`src/pkg/branch_pkg.sv`:
```
// Package for the conditional relative branch unit: opcodes, field layout, phases.
// Assumes a 16-bit instruction word and a byte-addressed 21-bit program counter.
package branch_pkg;
    localparam int PC_W       = 21;
    localparam int IW_W       = 16;
    localparam int OP_MSB     = 15;
    localparam int OP_LSB     = 8;
    localparam int OFF_MSB    = 7;
    localparam int OFF_LSB    = 0;
    localparam logic [7:0] OP_BR_ZERO_CLEAR  = 8'hE1;
    localparam logic [7:0] OP_BR_CARRY_CLEAR = 8'hE3;
    localparam logic [7:0] OP_BR_OVF_CLEAR   = 8'hE5;
    localparam logic [7:0] OP_BR_NEG_SET     = 8'hE6;
    localparam logic [7:0] OP_BR_NEG_CLEAR   = 8'hE7;
    localparam logic [PC_W-1:0] PC_STEP      = 21'h000002;
    localparam logic [PC_W-1:0] PC_RESET     = 21'h000000;
    localparam logic [1:0] PHASE_RESET      = 2'h0;

    typedef enum logic [1:0] {PH_Q1, PH_Q2, PH_Q3, PH_Q4} phase_e;
    typedef enum {ST_EXEC, ST_FLUSH} exec_state_e;

    // Status flags seen by the unit.
    typedef struct packed {
        logic neg;
        logic ovf;
        logic zero;
        logic carry;
    } flags_s;
endpackage

```
`src/hdl/cond_branch_unit.sv`:
```
// Conditional relative branch unit: decodes the five short branches and steers the PC.
// Assumes instr_word, flags and pc_in come from logic on clk_sys; one instruction cycle
// is four clk_sys edges (phases Q1..Q4).
`timescale 1ns/10ps
`default_nettype none
module cond_branch_unit (
    input  wire logic                       clk_sys,     // System clock, 100 MHz.
    input  wire logic                       nrst,        // Asynchronous reset, active low.
    input  wire logic [branch_pkg::IW_W-1:0] instr_word, // Instruction word under execution.
    input  wire branch_pkg::flags_s         flags,       // Current status flags.
    input  wire logic [branch_pkg::PC_W-1:0] pc_in,      // Incremented program counter.
    output logic      [branch_pkg::PC_W-1:0] pc_out,     // Branch target for the core.
    output logic                            pc_load,     // Load pc_out into the PC.
    output logic                            flush,       // Second cycle is a no-operation.
    output logic                            is_branch,   // Word decoded as a branch.
    output logic                            instr_done,  // Instruction cycle completed.
    output logic      [1:0]                 phase        // Current phase, 0 means Q1.
);
    import branch_pkg::*;

    phase_e                phase_reg;
    exec_state_e           state_reg;
    exec_state_e           state_next;
    logic [7:0]            opcode_reg;
    logic [7:0]            offset_reg;
    logic                  take_reg;
    logic [PC_W-1:0]       target_reg;
    logic                  load_reg;
    logic                  flush_reg;
    logic                  br_reg;
    logic                  done_reg;

    function automatic logic [PC_W-1:0] rel_target(input logic [PC_W-1:0] pc,
                                                   input logic [7:0] off);
        logic [PC_W-1:0] ext;
        ext = {{(PC_W-8){off[7]}}, off};
        rel_target = pc + {ext[PC_W-2:0], 1'b0};
    endfunction

    wire [7:0] op_w       = instr_word[OP_MSB:OP_LSB];
    wire       dec_cc     = (opcode_reg == OP_BR_CARRY_CLEAR);
    wire       dec_nc     = (opcode_reg == OP_BR_NEG_CLEAR);
    wire       dec_ns     = (opcode_reg == OP_BR_NEG_SET);
    wire       dec_oc     = (opcode_reg == OP_BR_OVF_CLEAR);
    wire       dec_zc     = (opcode_reg == OP_BR_ZERO_CLEAR);
    wire       dec_any    = dec_cc | dec_nc | dec_ns | dec_oc | dec_zc;
    // Flags are only read, never written, so status is left unchanged.
    wire       cond_met   = (dec_cc & ~flags.carry)
                          | (dec_nc & ~flags.neg)
                          | (dec_ns &  flags.neg)
                          | (dec_oc & ~flags.ovf)
                          | (dec_zc & ~flags.zero);
    wire [PC_W-1:0] tgt_w = rel_target(pc_in, offset_reg);
    wire       at_q4      = (phase_reg == PH_Q4);

    always_comb begin
        state_next = state_reg;
        case (state_reg)
            ST_EXEC:  if (at_q4 && take_reg) state_next = ST_FLUSH;
            ST_FLUSH: if (at_q4) state_next = ST_EXEC;
            default:  state_next = ST_EXEC;
        endcase
    end

    always_ff @(posedge clk_sys or negedge nrst) begin
        if (!nrst) begin
            phase_reg <= PH_Q1;
            state_reg <= ST_EXEC;
        end else begin
            phase_reg <= phase_e'(phase_reg + 2'h1);
            state_reg <= state_next;
        end
    end

    // Q1 decodes, Q2 reads the literal, Q3 processes, Q4 writes the PC.
    always_ff @(posedge clk_sys or negedge nrst) begin
        if (!nrst) begin
            opcode_reg <= 8'h00;
            offset_reg <= 8'h00;
            take_reg   <= 1'b0;
            target_reg <= PC_RESET;
        end else if (state_reg == ST_EXEC) begin
            if (phase_reg == PH_Q1) opcode_reg <= op_w;
            if (phase_reg == PH_Q2) offset_reg <= instr_word[OFF_MSB:OFF_LSB];
            if (phase_reg == PH_Q3) begin
                take_reg   <= cond_met;
                target_reg <= tgt_w;
            end
        end
    end

    always_ff @(posedge clk_sys or negedge nrst) begin
        if (!nrst) begin
            load_reg  <= 1'b0;
            flush_reg <= 1'b0;
            br_reg    <= 1'b0;
            done_reg  <= 1'b0;
        end else begin
            load_reg  <= (state_reg == ST_EXEC) && at_q4 && take_reg;
            flush_reg <= (state_next == ST_FLUSH);
            br_reg    <= dec_any;
            done_reg  <= at_q4 && (state_next == ST_EXEC);
        end
    end

    assign pc_out     = target_reg;
    assign pc_load    = load_reg;
    assign flush      = flush_reg;
    assign is_branch  = br_reg;
    assign instr_done = done_reg;
    assign phase      = phase_reg;

    property p_load_once;
        @(posedge clk_sys) disable iff (!nrst)
        pc_load |=> !pc_load [*3];
    endproperty
    a_load_once: assert property (p_load_once) else $error("pc_load repeated");

    property p_flush_len;
        @(posedge clk_sys) disable iff (!nrst)
        $rose(flush) |-> flush [*4] ##1 !flush;
    endproperty
    a_flush_len: assert property (p_flush_len) else $error("flush length wrong");

    property p_load_q1;
        @(posedge clk_sys) disable iff (!nrst)
        pc_load |-> phase == 2'h0 && flush;
    endproperty
    a_load_q1: assert property (p_load_q1) else $error("pc_load misplaced");

    property p_cc;
        @(posedge clk_sys) disable iff (!nrst)
        (state_reg == ST_EXEC && phase_reg == PH_Q3 && dec_cc)
            |=> take_reg == !$past(flags.carry);
    endproperty
    a_cc: assert property (p_cc) else $error("carry clear decision wrong");

    property p_nc;
        @(posedge clk_sys) disable iff (!nrst)
        (state_reg == ST_EXEC && phase_reg == PH_Q3 && dec_nc)
            |=> take_reg == !$past(flags.neg);
    endproperty
    a_nc: assert property (p_nc) else $error("negative clear decision wrong");

    property p_ns;
        @(posedge clk_sys) disable iff (!nrst)
        (state_reg == ST_EXEC && phase_reg == PH_Q3 && dec_ns)
            |=> take_reg == $past(flags.neg);
    endproperty
    a_ns: assert property (p_ns) else $error("negative set decision wrong");

    property p_other;
        @(posedge clk_sys) disable iff (!nrst)
        (state_reg == ST_EXEC && phase_reg == PH_Q3 && !dec_any) |=> !take_reg;
    endproperty
    a_other: assert property (p_other) else $error("non-branch taken");

    property p_target;
        @(posedge clk_sys) disable iff (!nrst)
        (state_reg == ST_EXEC && phase_reg == PH_Q3)
            |=> target_reg == $past(pc_in) + {{(PC_W-9){offset_reg[7]}}, offset_reg, 1'b0};
    endproperty
    a_target: assert property (p_target) else $error("branch target wrong");

    property p_notake;
        @(posedge clk_sys) disable iff (!nrst)
        (state_reg == ST_EXEC && at_q4 && !take_reg) |=> !flush && !pc_load && instr_done;
    endproperty
    a_notake: assert property (p_notake) else $error("not taken not one cycle");

    property p_taken;
        @(posedge clk_sys) disable iff (!nrst)
        (state_reg == ST_EXEC && at_q4 && take_reg)
            |=> pc_load && flush && !instr_done ##4 instr_done && !flush;
    endproperty
    a_taken: assert property (p_taken) else $error("taken branch not two cycles");

    property p_oc;
        @(posedge clk_sys) disable iff (!nrst)
        (state_reg == ST_EXEC && phase_reg == PH_Q3 && dec_oc)
            |=> take_reg == !$past(flags.ovf);
    endproperty
    a_oc: assert property (p_oc) else $error("overflow clear decision wrong");

    property p_zc;
        @(posedge clk_sys) disable iff (!nrst)
        (state_reg == ST_EXEC && phase_reg == PH_Q3 && dec_zc)
            |=> take_reg == !$past(flags.zero);
    endproperty
    a_zc: assert property (p_zc) else $error("zero clear decision wrong");

    property p_done_once;
        @(posedge clk_sys) disable iff (!nrst)
        instr_done |=> !instr_done [*3];
    endproperty
    a_done_once: assert property (p_done_once) else $error("instr_done not a pulse");

    // The no-op cycle ignores the word, so a branch left on the bus cannot decode twice.
    property p_refuse;
        @(posedge clk_sys) disable iff (!nrst)
        (state_reg == ST_FLUSH)
            |=> $stable(opcode_reg) && $stable(offset_reg)
                && $stable(take_reg) && $stable(target_reg);
    endproperty
    a_refuse: assert property (p_refuse) else $error("word taken during no-op cycle");

    property p_br_decode;
        @(posedge clk_sys) disable iff (!nrst)
        (state_reg == ST_EXEC && phase_reg == PH_Q3) |-> is_branch == dec_any;
    endproperty
    a_br_decode: assert property (p_br_decode) else $error("branch decode flag wrong");
endmodule
`default_nettype wire

```
`config.mk`:
```
export PLATFORM = sky130hd
export DESIGN_NAME = cond_branch_unit
export DESIGN_NICKNAME = d
export VERILOG_FILES = /design/src/pkg/branch_pkg.sv /design/src/hdl/cond_branch_unit.sv
export SDC_FILE = /design/constraint.sdc
export NUM_CORES = 1
export LEC_CHECK = 0
export BUFFER_PORTS_ARGS = -buffer_cell sky130_fd_sc_hd__buf_4
export CAP_MARGIN = 10
export CORE_MARGIN = 3
export CORE_UTILIZATION = 45
export DETAILED_ROUTE_END_ITERATION = 16
export HOLD_SLACK_MARGIN = 0.12
export PLACE_DENSITY_LB_ADDON = 0.25
export SYNTH_ARGS = -nofsm -noshare
export SYNTH_HDL_FRONTEND = slang
export SYNTH_SLANG_ARGS = --single-unit
```
`constraint.sdc`:
```
create_clock -name clk_sys -period 5.3 [get_ports clk_sys]
set_clock_uncertainty 0.15 [all_clocks]
set_input_delay 0.795 -clock clk_sys [delete_from_list [all_inputs] [get_ports clk_sys]]
set_output_delay 0.795 -clock clk_sys [all_outputs]
set_load 0.1 [all_outputs]
```
# Word-level counts from Yosys, hierarchy flattened

Cells that the tools add are included.

Output and inout port bits: 27
Bits in registers: 76

Eq/ne operators: 10
Add/subtract/negate cells: 2
Bitwise gates (word level): 17
Mux-type cells: 3
Reduce and logical (&&, ||, !) cells: 11

Operators with widths:

| kind                                                                    | number |
|---|---|
| 32-bit zero test                                                        | 3 |
| 32-bit 2-to-1 mux                                                       | 2 |
| 32-bit one-hot mux with 2 select lines                                  | 1 |
| 8-bit equality test (second input constant)                             | 5 |
| 32-bit by 1-bit equality test with 1-bit output (second input constant) | 1 |
| 32-bit by 2-bit equality test with 1-bit output (second input constant) | 1 |
| 21-bit adder                                                            | 1 |
| 1-bit OR                                                                | 8 |
| 2-bit AND reduction                                                     | 3 |
| 1-bit AND                                                               | 5 |
| 2-bit equality test (second input constant)                             | 2 |
| 1-bit logical AND                                                       | 4 |
| 1-bit inverter                                                          | 4 |
| 2-bit by 1-bit adder with 2-bit output (second input constant)          | 1 |
| 2-bit by 1-bit equality test with 1-bit output (second input constant)  | 1 |
| 2-bit zero test                                                         | 1 |

# Longest topological paths before layout

Word-level depth: 6
Gate-level depth with buffers: 8
Mapped depth without buffers: 8

# Least setup slack after synthesis

OpenSTA, ideal clock, no wires.

Path kind: input-to-reg
Start: input pc_in[1] in the netlist's numbering
End: register target_reg[19], in the netlist pc_out[19]
Setup time: 0.126 ns
Arrival time: 2.326 ns
Setup slack: 2.698 ns
Stages on the path: 7
Path buffers: 0
Cell sequence: ha_1 > fa_1 > a211oi_1 > o211ai_1 > nand3_1 > nand3b_1 > a221o_1

Cells in the longest elaborated chain, start to end: 1

RTL lines:

| item                 | line                   | RTL |
|---|---|---|
| from (decl)          | cond_branch_unit.sv:11 | `input wire logic [branch_pkg::PC_W-1:0] pc_in,` |
| 21-bit adder         | cond_branch_unit.sv:37 | `rel_target = pc + {ext[PC_W-2:0], 1'b0};` |
| to (signal assigned) | cond_branch_unit.sv:87 | `target_reg <= tgt_w;` |
| to (decl)            | cond_branch_unit.sv:27 | `logic [PC_W-1:0] target_reg;` |

Every way passes these cells.
A chain may end at the register's enable or synchronous reset.

# Final worst setup path

Start: register offset_reg[7]
End: register target_reg[18], in the netlist pc_out[18]

Cells in the longest elaborated chain, start to end: 1

RTL lines:

| item                   | line                   | RTL |
|---|---|---|
| from (decl)            | cond_branch_unit.sv:25 | `logic [7:0] offset_reg;` |
| from (signal assigned) | cond_branch_unit.sv:84 | `if (phase_reg == PH_Q2) offset_reg <= instr_word[OFF_MSB:OFF_LSB];` |
| 21-bit adder           | cond_branch_unit.sv:37 |  |

Every way passes these cells.

==> results.cfg <==
[power_and_ir_drop]
leakagePower_nw = 2.243
irDropWorstVdd_mv = 0.1410
power_density_mw_per_mm2 = 255.6
total_power_mw = 1.161

[place]
dpl.hpwl_mm = 5.386
globalplace.congestion = 0.8438
dp_cells = 507
port_buffers = 69
pre_cts_ws_ps = 2404
placed_cell_area_sq_mm = 0.004319

[flow_run]
drv_cap = 0

[sta]
timing.fmax_mhz = 391.1
slew_headroom_pct = 38.07
final-hold-violation-count = 0
whs_ps = 336.7
fin_ws_ps = 2743
setup_viol = 0
tightestPinTransition_ps = 928.9
setup_tns_ps = 0
period_needed_ps = 2557
finalMaxSlewViolations = 0
finalCritPeriodShare_pct = 48.25
rsz0062_at_grt = no

[die]
initial_utilization_pct = 46.46
die_y_um = 95.55
core_sq_mm = 0.007767
dieArea_sq_mm = 0.009129
rows = 32
io_pins = 70
die_w_um = 95.55

[detailed_routing]
drt-initial-drc-count = 101
drcViolationCount = 0
routed_wl_mm = 7.363
avgViaCountPerCell = 5.077
first_pass_iters = 4
routed-via-count = 2650
wl_per_cell_um = 14.11
ant_nets = 0

[synthesis]
synth_area_leaders = dfrtp_1 (53%), ha_1 (8.0%), mux2_1 (5.0%)
syn_inst = 315
synth_area_leader_cell = dfrtp_1
yosys.area_share.adder_pct = 8.530
syn_avg_cell_area_sq_um = 11.46
synthMuxAreaShare_pct = 6.519
syn_area_sq_mm = 0.003608
synth-simple-area-share_pct = 13.63
synth_edf_count = 0
ys_warn_count = 0
synth_compound_area_share_pct = 13.45
ys_ff_latch = 76
synth.distinct_cells = 48
synth_top_family_by_area = simple AND/OR/NAND/NOR gates
synthXorXnorAreaFrac_pct = 2.913
synth_seq_area_share_pct = 52.70
yosysTopAreaCellShare_pct = 52.70
yosys_most_used_dff = dfrtp_1
async_flop_share_pct = 100.0

[critical_path]
worstPathArrival_ps = 2680
cp-startpoint = offset_reg[7]
start_kind = flip-flop
cp_max_fo = 14
crit_path_end_kind = flip-flop
reg2reg_from = offset_reg[7]
required_ps = 5430
worst_path_largest_cell_delay_ps = 600
crit_slowest_cell = dfrtp_1
path_cells = ha_1, nand2_1, o2bb2ai_1, nor3_2, a311o_1, a31oi_1
crit_type = flip-flop to flip-flop

[cts]
worstSkewPairLatency_ps = 350
numCtsBuffers = 9
cts_setup_buffers = 0
clk_pin_slew_ps = 90
tritoncts = done
postCtsHoldBufs = 0
clock_tree.root_cell = clkbuf_8
cts_buffer_depth = 2
clock-sinks = 76
ctsResizeCount = 0
htreeDepth = 3

[min_path]
hold_path.class = flip-flop to flip-flop
min_from = pc_out[9]

[finish]
multi_input_area_sq_mm = 0.001742
fin_cells = 522
final_util_pct = 58.47
nets = 483
n_antenna_cell = 0
nFillCells = 693
drive_gt1_share_pct = 22.86
final_cell_area_sq_mm = 0.004542
register_area_sq_mm = 0.001902
area_growth_pct = 25.87
largest_register_ff_count = 32

[run_status]
outcome = completed

[global_route]
first_global_vias = 2683
grt_pass1_wl_mm = 12.07
antenna_found_initial = 0
grt_max_degree = 77
grt_overflow = 0
track_usage_pct = 17.27
final timing paths:
path	cells past startpoint	slack (ps)	endpoint
max	6	2740	pc_out[18]
max in group asynchronous	1	3960	state_reg[6]
min in group asynchronous	1	430	pc_out[13]
min	2	340	pc_out[9]
min reg2reg	2	340	pc_out[9]
max reg2reg	6	2740	pc_out[18]
kinds of logic (layout without fill, tap and decap cells):
| group | count (synthesis) | in the layout |
|---|---|---|
| other | 1 | 31 |
| XOR/XNOR | 12 | 12 |
| AO/OA/AOI/OAI | 72 | 72 |
| adder cells (fa/ha/maj) | 24 | 24 |
| flip-flops | 76 | 76 |
| multiplexers | 21 | 21 |
| buffers and inverters | 16 | 91 |
| AND/OR/NAND/NOR | 93 | 93 |
synthesized netlist by cell type, types with 5 or more instances:
cell and n:
nor3_1 5, o21ai_0 5, ha_1 23, nand3_1 11, dfrtp_1 76, nor4_1 9, buf_2 5, nor2_1 13
o31ai_1 6, inv_1 6, mux2_1 16, a21o_1 11, o21ai_1 14, xor2_1 6, a21oi_1 16, nand2_1 28
xnor2_1 6, nand4_1 9
power breakdown:
part           switching, mW  internal [mW]  leakage (nW)
clock network          0.215          0.278         0.109
registers            0.00365          0.592         0.890
logic                 0.0407         0.0322          1.24
routing by layer:
layer	routed length, um	global-route usage, %	part of all wire [%]
met3	422	3.236	5.7
met2	3631	29.13	49
met4	147	7.820	2.0
met5	0	0	0
met1	3163	21.46	43
critical path, delay by kind of cell (launching register included):
kind	cells	cell delay (ps)
and+or+nand+nor	2	290
adders and majority gates	1	520
AOI/OAI and AO/OA	3	940
DFF	1	600
layout make-up:
class | count | area share (%)
clock inverters | 5 | 1.873
well taps | 102 | 2.810
multi-input cells | 253 | 38.35
clock buffers | 10 | 3.030
repair buffers | 70 | 11.57
inverters | 6 | 0.4959
flip-flops and latches | 76 | 41.87
cell usage in the layout (no fill, tap or decap), drive strengths merged, types with 4 or more instances in the layout:
master | Yosys | routed
a211oi | 4 | 4
a21o | 11 | 11
a21oi | 16 | 16
and2 | 5 | 5
and4 | 4 | 4
buf | 8 | 70
clkbuf | 2 | 10
conb | 1 | 31
dfrtp | 76 | 76
ha | 23 | 23
inv | 6 | 7
mux2 | 20 | 20
nand2 | 28 | 28
nand3 | 12 | 12
nand4 | 9 | 9
nor2 | 13 | 13
nor3 | 7 | 7
nor4 | 9 | 9
o21ai | 19 | 19
o31ai | 6 | 6
xnor2 | 6 | 6
xor2 | 6 | 6
No activity file was read; power rests on OpenSTA's default activity.
